<file path="src/logic/sece_pkg.sv">
// shared constants and carrier types of the serial eeprom command engine
package sece_pkg;

    // ----------------------------------------
    // clock and timing
    // ----------------------------------------
    localparam int CLK_PERIOD_NS = 20;
    localparam int PROG_TIME_TYP_NS = 4_000_000;
    localparam int PROG_TIME_MAX_NS = 10_000_000;
    localparam int PROG_TYP_CYC = PROG_TIME_TYP_NS / CLK_PERIOD_NS;
    localparam int PROG_MAX_CYC = PROG_TIME_MAX_NS / CLK_PERIOD_NS;
    localparam int PROG_CNT_W = 20;

    // ----------------------------------------
    // array geometry
    // ----------------------------------------
    localparam int WORD_W = 16;
    localparam int ADDR_W_SMALL = 8;
    localparam int ADDR_W_LARGE = 9;
    localparam int AFIELD_SMALL = 8;
    localparam int AFIELD_LARGE = 10;
    localparam int OP_W = 2;
    localparam int CMD_W_MAX = OP_W + AFIELD_LARGE;
    localparam int FIFO_DEPTH = 32;
    localparam logic [15:0] ERASED_WORD = 16'hffff;
    localparam logic [4:0] DATA_FULL_CNT = 5'h10;

    // ----------------------------------------
    // opcodes
    // ----------------------------------------
    localparam logic [1:0] OP_READ = 2'h2;
    localparam logic [1:0] OP_PROG = 2'h1;
    localparam logic [1:0] OP_ERASE = 2'h3;
    localparam logic [1:0] OP_MISC = 2'h0;
    localparam logic [1:0] MISC_ENABLE = 2'h3;
    localparam logic [1:0] MISC_DISABLE = 2'h0;

    // ----------------------------------------
    // types
    // ----------------------------------------
    typedef struct packed {
        logic cs;
        logic sk;
        logic di;
    } sece_pins_t;

    typedef enum logic [2:0] {
        ST_IDLE,
        ST_CMD,
        ST_WDATA,
        ST_ERASE,
        ST_READ,
        ST_HOLD,
        ST_PROG
    } sece_state_t;

endpackage

</file>
<file path="src/logic/sece_engine.sv">
// serial eeprom command engine: pin sampling, command decode, array, program timer
// Function
// - after the last address bit of a read, output goes from hi-z to low
// - each word leaves as sixteen bits, msb first
// - continued clocks with select high stream the next word
// - read address wraps from all ones to zero
// - program and erase start when select falls after a complete command
// - a program or erase cycle ends within ten milliseconds
// - select high during programming shows low while busy, high when done
// - during programming all clock and data input is ignored
// - a new instruction is taken only after ready or from hi-z
// - a start bit seen while showing ready returns output to hi-z
// - with more than sixteen data bits only the last sixteen count
// - program writes the word directly, no prior erase needed
// - erase sets all sixteen bits of the addressed word to one
// - enable command sets the write latch, disable command clears it
// - the write latch comes up disabled
// - start bit is serial input high on a rising clock with select high
// - clocks with serial input low before a start bit are ignored
// - select low means standby; falling select ends instruction input
// - array holds 256 or 512 sixteen bit words
// - fields arrive as start bit, opcode, address, then data
`timescale 1ns/1ps

// ----------------------------------------
// read prefetch fifo
// ----------------------------------------
module sece_fifo
    import sece_pkg::*;
#(
    parameter int WIDTH = WORD_W,
    parameter int DEPTH = FIFO_DEPTH
) (
    // clock and reset
    input wire logic ref_clk,
    input wire logic sys_rst,
    input wire logic flush,
    // fill side
    input wire logic in_valid,
    output logic in_ready,
    input wire logic [WIDTH-1:0] in_data,
    // drain side
    output logic out_valid,
    input wire logic out_ready,
    output logic [WIDTH-1:0] out_data
);
    localparam int PW = $clog2(DEPTH);

    initial begin
        if (DEPTH < 2 || (1 << PW) != DEPTH) begin
            $error("fifo depth must be a power of two");
        end
    end

    logic [WIDTH-1:0] mem_r [DEPTH];
    logic [PW:0] wr_ptr_r;
    logic [PW:0] rd_ptr_r;

    assign in_ready = (wr_ptr_r[PW] == rd_ptr_r[PW]) || (wr_ptr_r[PW-1:0] != rd_ptr_r[PW-1:0]);
    assign out_valid = wr_ptr_r != rd_ptr_r;
    assign out_data = mem_r[rd_ptr_r[PW-1:0]];

    always_ff @(posedge ref_clk) begin
        if (in_valid && in_ready && !flush) begin
            mem_r[wr_ptr_r[PW-1:0]] <= in_data;
        end
    end

    always_ff @(posedge ref_clk) begin
        if (sys_rst || flush) begin
            wr_ptr_r <= '0;
            rd_ptr_r <= '0;
        end else begin
            if (in_valid && in_ready) begin
                wr_ptr_r <= wr_ptr_r + 1'b1;
            end
            if (out_valid && out_ready) begin
                rd_ptr_r <= rd_ptr_r + 1'b1;
            end
        end
    end
endmodule

// ----------------------------------------
// command engine top
// ----------------------------------------
module sece_engine
    import sece_pkg::*;
#(
    parameter int ADDR_W = ADDR_W_SMALL,
    parameter int PROG_CYCLES = PROG_TYP_CYC
) (
    // clock and reset
    input wire logic ref_clk,
    input wire logic sys_rst,
    // host pins
    input wire logic chip_select,
    input wire logic serial_clock_in,
    input wire logic serial_in,
    // serial output, tri-state
    output logic serial_out,
    output logic serial_out_oe_n
);
    localparam int WORDS = 1 << ADDR_W;
    localparam int AFIELD = (ADDR_W == ADDR_W_LARGE) ? AFIELD_LARGE : AFIELD_SMALL;
    localparam int CMD_W = OP_W + AFIELD;

    initial begin
        if (ADDR_W != ADDR_W_SMALL && ADDR_W != ADDR_W_LARGE) begin
            $error("address width must be 8 or 9");
        end
        if (PROG_CYCLES < 1 || PROG_CYCLES > PROG_MAX_CYC) begin
            $error("program cycle count out of range");
        end
    end

    // ----------------------------------------
    // pin synchronisers and edges
    // ----------------------------------------
    sece_pins_t pin_s1_r;
    sece_pins_t pin_s2_r;
    sece_pins_t pin_d_r;

    always_ff @(posedge ref_clk) begin
        if (sys_rst) begin
            pin_s1_r <= '0;
            pin_s2_r <= '0;
            pin_d_r <= '0;
        end else begin
            pin_s1_r <= '{cs: chip_select, sk: serial_clock_in, di: serial_in};
            pin_s2_r <= pin_s1_r;
            pin_d_r <= pin_s2_r;
        end
    end

    logic cs;
    logic di;
    logic sk_rise;
    assign cs = pin_s2_r.cs;
    assign di = pin_s2_r.di;
    assign sk_rise = pin_s2_r.sk && !pin_d_r.sk && cs;

    // ----------------------------------------
    // state and command decode
    // ----------------------------------------
    sece_state_t state_r;
    logic [CMD_W-1:0] cmd_sh_r;
    logic [3:0] cmd_cnt_r;
    logic [15:0] wdata_r;
    logic [4:0] dcnt_r;
    logic [ADDR_W-1:0] addr_r;
    logic [15:0] prog_word_r;
    logic show_ready_r;
    logic wel_r;
    logic [PROG_CNT_W-1:0] prog_cnt_r;
    logic prog_done;

    logic [CMD_W-1:0] cmd_nxt;
    logic cmd_done;
    logic start_seen;
    logic [1:0] op;
    logic [1:0] misc_sel;
    logic prog_go;
    logic erase_go;

    assign cmd_nxt = {cmd_sh_r[CMD_W-2:0], di};
    assign cmd_done = (state_r == ST_CMD) && sk_rise && (cmd_cnt_r == 4'(CMD_W - 1));
    assign op = cmd_nxt[CMD_W-1 -: OP_W];
    assign misc_sel = cmd_nxt[AFIELD-1 -: 2];
    assign start_seen = (state_r == ST_IDLE) && sk_rise && di;
    assign prog_go = (state_r == ST_WDATA) && !cs && wel_r && (dcnt_r == DATA_FULL_CNT);
    assign erase_go = (state_r == ST_ERASE) && !cs && wel_r;
    assign prog_done = (state_r == ST_PROG) && (prog_cnt_r == PROG_CNT_W'(PROG_CYCLES - 1));

    always_ff @(posedge ref_clk) begin
        if (sys_rst) begin
            state_r <= ST_IDLE;
            cmd_cnt_r <= '0;
            cmd_sh_r <= '0;
            addr_r <= '0;
        end else begin
            unique case (state_r)
                ST_IDLE: begin
                    cmd_cnt_r <= '0;
                    if (start_seen) begin
                        state_r <= ST_CMD;
                    end
                end
                ST_CMD: begin
                    if (!cs) begin
                        state_r <= ST_IDLE;
                    end else if (sk_rise) begin
                        cmd_sh_r <= cmd_nxt;
                        cmd_cnt_r <= cmd_cnt_r + 4'h1;
                        if (cmd_done) begin
                            addr_r <= cmd_nxt[ADDR_W-1:0];
                            unique case (op)
                                OP_READ: state_r <= ST_READ;
                                OP_PROG: state_r <= ST_WDATA;
                                OP_ERASE: state_r <= ST_ERASE;
                                OP_MISC: state_r <= ST_HOLD;
                            endcase
                        end
                    end
                end
                ST_WDATA: begin
                    if (!cs) begin
                        state_r <= prog_go ? ST_PROG : ST_IDLE;
                    end
                end
                ST_ERASE: begin
                    if (!cs) begin
                        state_r <= erase_go ? ST_PROG : ST_IDLE;
                    end
                end
                ST_READ, ST_HOLD: begin
                    if (!cs) begin
                        state_r <= ST_IDLE;
                    end
                end
                ST_PROG: begin
                    if (prog_done) begin
                        state_r <= ST_IDLE;
                    end
                end
            endcase
        end
    end

    // ----------------------------------------
    // write data capture
    // ----------------------------------------
    always_ff @(posedge ref_clk) begin
        if (sys_rst) begin
            wdata_r <= '0;
            dcnt_r <= '0;
        end else if (state_r != ST_WDATA) begin
            dcnt_r <= '0;
        end else if (sk_rise) begin
            wdata_r <= {wdata_r[14:0], di};
            if (dcnt_r != DATA_FULL_CNT) begin
                dcnt_r <= dcnt_r + 5'h1;
            end
        end
    end

    always_ff @(posedge ref_clk) begin
        if (sys_rst) begin
            prog_word_r <= '0;
        end else if (prog_go) begin
            prog_word_r <= wdata_r;
        end else if (erase_go) begin
            prog_word_r <= ERASED_WORD;
        end
    end

    // ----------------------------------------
    // write enable latch
    // ----------------------------------------
    always_ff @(posedge ref_clk) begin
        if (sys_rst) begin
            wel_r <= 1'b0;
        end else if (cmd_done && op == OP_MISC) begin
            if (misc_sel == MISC_ENABLE) begin
                wel_r <= 1'b1;
            end else if (misc_sel == MISC_DISABLE) begin
                wel_r <= 1'b0;
            end
        end
    end

    // ----------------------------------------
    // program timer and array
    // ----------------------------------------
    logic [15:0] array_r [WORDS];

    always_ff @(posedge ref_clk) begin
        if (sys_rst || state_r != ST_PROG) begin
            prog_cnt_r <= '0;
        end else begin
            prog_cnt_r <= prog_cnt_r + 1'b1;
        end
    end

    always_ff @(posedge ref_clk) begin
        if (prog_done) begin
            array_r[addr_r] <= prog_word_r;
        end
    end

    always_ff @(posedge ref_clk) begin
        if (sys_rst) begin
            show_ready_r <= 1'b0;
        end else if (prog_done) begin
            show_ready_r <= 1'b1;
        end else if (start_seen) begin
            show_ready_r <= 1'b0;
        end
    end

    // ----------------------------------------
    // read prefetch and shifter
    // ----------------------------------------
    logic [ADDR_W-1:0] pf_addr_r;
    logic pf_ready;
    logic rd_valid;
    logic rd_pop;
    logic [15:0] rd_word;
    logic [15:0] rd_sh_r;
    logic [3:0] rd_cnt_r;
    logic rd_bit_r;
    logic in_read;

    assign in_read = state_r == ST_READ;
    assign rd_pop = in_read && sk_rise && (rd_cnt_r == 4'h0);

    always_ff @(posedge ref_clk) begin
        if (sys_rst) begin
            pf_addr_r <= '0;
        end else if (cmd_done) begin
            pf_addr_r <= cmd_nxt[ADDR_W-1:0];
        end else if (in_read && pf_ready) begin
            pf_addr_r <= pf_addr_r + 1'b1;
        end
    end

    sece_fifo #(
        .WIDTH(WORD_W),
        .DEPTH(FIFO_DEPTH)
    ) u_fifo (
        .ref_clk(ref_clk),
        .sys_rst(sys_rst),
        .flush(!in_read),
        .in_valid(in_read),
        .in_ready(pf_ready),
        .in_data(array_r[pf_addr_r]),
        .out_valid(rd_valid),
        .out_ready(rd_pop),
        .out_data(rd_word)
    );

    always_ff @(posedge ref_clk) begin
        if (sys_rst || !in_read) begin
            rd_sh_r <= '0;
            rd_cnt_r <= '0;
            rd_bit_r <= 1'b0;
        end else if (rd_pop) begin
            rd_bit_r <= rd_valid ? rd_word[15] : 1'b0;
            rd_sh_r <= {rd_word[14:0], 1'b0};
            rd_cnt_r <= 4'hf;
        end else if (sk_rise) begin
            rd_bit_r <= rd_sh_r[15];
            rd_sh_r <= {rd_sh_r[14:0], 1'b0};
            rd_cnt_r <= rd_cnt_r - 4'h1;
        end
    end

    // ----------------------------------------
    // serial output driver
    // ----------------------------------------
    always_ff @(posedge ref_clk) begin
        if (sys_rst || !cs) begin
            serial_out <= 1'b0;
            serial_out_oe_n <= 1'b1;
        end else if (state_r == ST_PROG) begin
            serial_out <= 1'b0;
            serial_out_oe_n <= 1'b0;
        end else if (state_r == ST_IDLE && show_ready_r) begin
            serial_out <= 1'b1;
            serial_out_oe_n <= 1'b0;
        end else if (in_read) begin
            serial_out <= rd_bit_r;
            serial_out_oe_n <= 1'b0;
        end else begin
            serial_out <= 1'b0;
            serial_out_oe_n <= 1'b1;
        end
    end
endmodule

</file>
<file path="config.mk">
export PLATFORM = sky130hd
export DESIGN_NAME = sece_engine
export DESIGN_NICKNAME = d
export VERILOG_FILES = /design/src/logic/sece_pkg.sv /design/src/logic/sece_engine.sv
export SDC_FILE = /design/constraint.sdc
export NUM_CORES = 2
export LEC_CHECK = 0
export BUFFER_PORTS_ARGS = -buffer_cell sky130_fd_sc_hd__buf_2
export CAP_MARGIN = 5
export CORE_MARGIN = 3
export CORE_UTILIZATION = 45
export CTS_CLUSTER_SIZE = 24
export DETAILED_ROUTE_END_ITERATION = 8
export REMOVE_ABC_BUFFERS = 1
export SYNTH_ARGS = -nofsm -noshare
export SYNTH_HDL_FRONTEND = slang
export SYNTH_MEMORY_MAX_BITS = 65536
export SYNTH_SLANG_ARGS = --single-unit
export TNS_END_PERCENT = 10
</file>
<file path="constraint.sdc">
create_clock -name ref_clk -period 4.05 [get_ports ref_clk]
set_clock_uncertainty 0.15 [all_clocks]
set_input_delay 0.81 -clock ref_clk [delete_from_list [all_inputs] [get_ports ref_clk]]
set_output_delay 0.81 -clock ref_clk [all_outputs]
set_load 0.1 [all_outputs]
</file>
# == After elaboration in Yosys (flattened, before gate mapping) ==
# Memory sizes are Yosys's and may differ from the RTL's. A register that Yosys moved wholly into a read port is not among the register bits.
# Index checks and enable logic that the tools add are counted.
# totals
mem_count,2
latchBits,0
ram_bits,4608
ff_bits,132
wordCells,152
in_bits,5
mem_bits_ro,0
# mem_list
name,depth,word_bits,rd,rd_clocked_by_memory_dff,wr,line,source
array_r,256,16,1,1,1,sece_engine.sv:275,logic [15:0] array_r [WORDS];
u_fifo.mem_r,32,16,1,1,1,sece_engine.sv:55,logic [WIDTH-1:0] mem_r [DEPTH];
# op_classes
n_reduce_logical,46
div_mod_pow,0
shifts,0
eq_ne,28
mul,0
mux,43
order_cmp,0
bitwise_logic,1
add_sub_neg,7
# op_table
operator,n
16-bit 2-to-1 mux,4
8-bit 2-to-1 mux,4
3-bit 2-to-1 mux,10
20-bit by 1-bit adder with 20-bit output (second input constant),1
20-bit by 18-bit equality test with 1-bit output (second input constant),1
1-bit logical AND,19
3-bit one-hot mux with 6 select lines,1
1-bit 2-to-1 mux,16
4-bit 2-to-1 mux,4
2-bit inequality test (second input constant),7
6-bit by 1-bit adder with 6-bit output (second input constant),2
3-bit one-hot mux with 4 select lines,1
2-bit nonzero test,6
5-bit 2-to-1 mux,2
3-bit equality test (second input constant),3
3-bit inequality test (second input constant),3
8-bit by 1-bit adder with 8-bit output (second input constant),1
4-bit one-hot mux with 2 select lines,1
7-bit AND reduction,1
2-bit equality test (second input constant),3
3-bit by 2-bit equality test with 1-bit output (second input constant),2
6-bit inequality test,1
2-bit AND reduction,3
3-bit AND reduction,2
other kinds (19),27

# == Longest topological paths before layout ==
# depth
ltp_word,9
mapped_depth,13
depth_no_buf,8

# == Hierarchy ==
# A second synthesis with hierarchy kept.
# unflattened
cells_unflattened,9132
area_unflattened_um2,184351.8
# by_module_without_submodules
module,seq_area_each_um2,area_per_inst_um2,cells_each,n_inst
sece_engine,125560.4,163444.3,7910,1
sece_fifo,15715.1,20907.6,1222,1

# == Worst setup path after synthesis ==
# No wires, ideal clock.
# synth_timing
path_type,reg-to-reg
start,register (tool-made name)
end,memory u_fifo.mem_r[0][15] (netlist bit) (data pin)
t_required_ps,3360
path_stages_with_launch,11
setup_slack_ps,-426
t_arrival_ps,3786
synth_period_minus_slack_ps,4476
n_path_buf,4
path_cell_list,dfxtp_1 -> buf_4 -> or2_1 -> buf_2 -> clkbuf_1 -> buf_2 -> o221ai_1 -> o22ai_1 -> a2111oi_0 -> nand3_1 -> nor4_1
# synth_rtl
element,line
"end, declared",sece_engine.sv:55

==> flow_summary.toml <==
[sta]
worstMarginPinSlew_ns = 1.292
setup_repair_after_global_routing_missed_its_margin = "true"
finalSetupTns_ns = 0
setup_viol_count_final = 0
timing.slew.headroom_pct = 13.85
slew_violations = 0
timing.final.crit_share_pct = 99.95
post-route-min-period_ns = 4.048
pnr_worst_setup_slack_ns = 0.001878
finalHoldViolations = 0
achievable-frequency_ghz = 0.2470

[clock_tree]
tritoncts = "built"
cts-htree-levels = 5
cts_made_buffers = 473
cts.path.max_buffers = 4
clock_latency_ns = 1.05
clockRootBuffer = "clkbuf_16"
numClockSinks = 4753
clkTransAtPathRegs_ns = 0.06

[yosys]
dominantRegCellSynth = "edfxtp_1"
synth.cell_area_sq_mm = 0.1847
post_synth.cell_area_avg_sq_um = 21.19
synth_top_cells_by_area = "edfxtp_1 (75%), mux4_2 (11%), mux2i_1 (2.6%)"
synth.yosys.warnings = 0
edff_count_synth = 4608
sequential_to_total_area_share_from_yosys_stat_pct = 76.47
yosys.cell_types.count = 85
async_reset_ff_share_pct = 0
synth_cells = 8716
synthDominantCellAreaShare_pct = 74.90
largest_area_contributor_in_the_netlist = "edfxtp_1"
yosys_register_bits = 4753

[worst_setup_path]
timing.critical_path.fanout_max = 50
critPathTopFamily = "buffers and inverters"
worstSetupPathDepth = 10
timing.critical_path.to_type = "flop"
timing.critical_path.arrival_ns = 4.75
endpoint = "u_fifo.mem_r[11][2]"
worst_path_cell_trace = "buf_12 > buf_16 > buf_8 > mux4_2 > mux2i_1 > o211ai_1 > a32o_2 > nand3_1 > nor4_4 > buf_12"
capture_point_of_the_worst_reg_to_reg_path = "u_fifo.mem_r[11][2]"
reg2reg_setup_slack_ns = 0.002
worstSetupStartpointType = "flop"
crit_slowest_cell = "nor4_4"
critPathMostFrequentCell = "buf_12"
critPathBufInv = 4
worst_setup_path_category = "flop to flop"
required_ns = 4.75
r2r_cells = 10
cpPeakStageDelay_ns = 0.73

[floorplan]
die_area_sq_mm = 0.4182
initial_utilization_pct = 45.33
die_w_um = 646.7
io_pins = 7
dieHeight_um = 646.7
core.rowCount = 234
floorplan.core_area_sq_mm = 0.4076

[grt]
via_count_of_the_first_global_routing_pass = 93410
grt_usage_pct = 23.27
global_route.overflow_total = 0
global_route_wire_length_before_repair_mm = 699.3
grt_max_degree = 180
antenna_violations_before_repair = 16

[layout]
layout-drive-gt1-share_pct = 26.52
synthesis_to_finish_area_growth_pct = 14.88
finish.net_count = 9572

[placement]
globalplace.congestion = 0.8972
dp_slack_ns = -0.8434
port_buffers = 6
post-dp-hpwl_mm = 299.0

[route]
wl_mm = 489.4
count_of_nets_left_with_antenna_violations_after_detail_routing = 0
drt_iter0_drc = 11310
remaining_drc_errors = 0
vias = 92970
route.detailed.vias_per_inst = 6.043
first_pass_iters = 6
route.detailed.wl_per_inst_um = 31.82

[pwr]
leakagePower_nw = 66.54
power_density_mw_per_mm2 = 502.1
peak_supply_drop_mv = 0.3873
total_power_w = 0.1066

[worst_hold_path]
hold_class = "input pin to flop"
min_from = "sys_rst"

[outcome]
status = "finished clean"

[run]
cap_violations = 0
kinds of logic after synthesis:
family,after synthesis,share of synthesized area (%)
flops,4753,76.47
mux,1520,15.42
simple gates,1042,2.667
compound gates,800,3.111
buf+inv,539,1.997
xor+xnor,44,0.2086
fa+ha+maj,18,0.1219
through the flow:
stage                     hold WS (ns)  util, %  area, sq um  std cells
after floorplan                 0.2638        -       181100       8195
after global placement          0.2902    48.21       196500      14490
after detailed placement        0.2935    48.22       196500      14500
after CTS                     0.001523    52.04       212100      15370
after global routing           0.06155    52.07       212200      15370
final                          0.07510    52.07       212200      15380
routing by layer:
layer  track usage, %  up-vias  routed length (um)
li1                 -    38400                   -
met1            32.28    49710              196400
met2            37.04     4019              233200
met3            4.498      835               40450
met4            8.141        4               19310
met5                0        -                  39
report_power, final:
group          internal, W  switching (W)  leakage [nW]
sequential          0.0534      0.0000613          43.7
combinational      0.00490        0.00503          15.4
clock               0.0246         0.0185          7.45
total               0.0830         0.0236          66.5
flip-flops by register name, summed over array words and instances, names as in the netlist, 3 cells and up, named ones only:
name             flops
array_r           4096
u_fifo.mem_r       512
prog_cnt_r          20
prog_word_r         16
wdata_r             16
rd_sh_r             15
cmd_sh_r             9
addr_r               8
pf_addr_r            8
u_fifo.rd_ptr_r      6
u_fifo.wr_ptr_r      6
dcnt_r               5
cmd_cnt_r            4
rd_cnt_r             4
pin_s1_r             3
state_r              3
cell usage after synthesis, types with 32 or more instances:
master / count
edfxtp_1: 4608
mux4_2: 928
mux2i_1: 479
nor2_1: 401
clkbuf_1: 209
nand2_1: 208
o221ai_1: 192
a21oi_1: 186
dfxtp_1: 145
o22ai_1: 141
mux4_1: 101
nor3_1: 95
buf_2: 83
nand3_1: 83
buf_4: 54
buf_1: 47
a22oi_1: 41
buf_8: 37
nor4_1: 37
o21ai_0: 37
and3_1: 34
or2_2: 34
buf_6: 33
clkbuf_8: 32
cells in the final DEF (no fill, tap or decap), drive strengths merged, types with 28 or more instances in the layout:
master	count
mux2i	479
clkbuf	587
o221ai	192
bufinv	46
nand3	83
o21ai	37
or2	35
o22ai	141
dfxtp	145
a22oi	41
a221oi	29
nand2	209
clkinv	217
inv	28
a22o	28
mux4	1029
and3	35
nor2	401
edfxtp	4608
nor3	98
a21oi	186
buf	874
xor2	29
nor4	37
worst min-delay path by stage:
stage                     to  slack, ns  cells past startpoint
6_report          pin_d_r[1]       0.08                      2
5_1_grt           state_r[0]       0.06                      2
4_1_cts           pin_d_r[1]      0.002                      2
3_5_place_dp              cs       0.29                      1
3_3_place_gp   prog_cnt_r[0]       0.29                      1
2_1_floorplan             cs       0.26                      1
cell type report:
cell class	instances	area (sq um)
antenna	11	27.53
clock buffer	587	12380
clock inverter	284	2895
fill	31680	195300
inverter	18	82.58
multi-input combinational	3425	40260
sequential	4753	141400
tap	5428	6792
timing repair buffer	878	8412
timing repair:
action | CTS | global route
setup buffers | 3 | 0
cloned | 1 | 0
pin swaps | 3 | 9
hold endpoints to repair | 3 | 0
hold buffers | 3 | 0
gates resized for setup | 33 | 18
setup endpoints to repair | 416 | 499
Power figures use the tool's default switching activity.
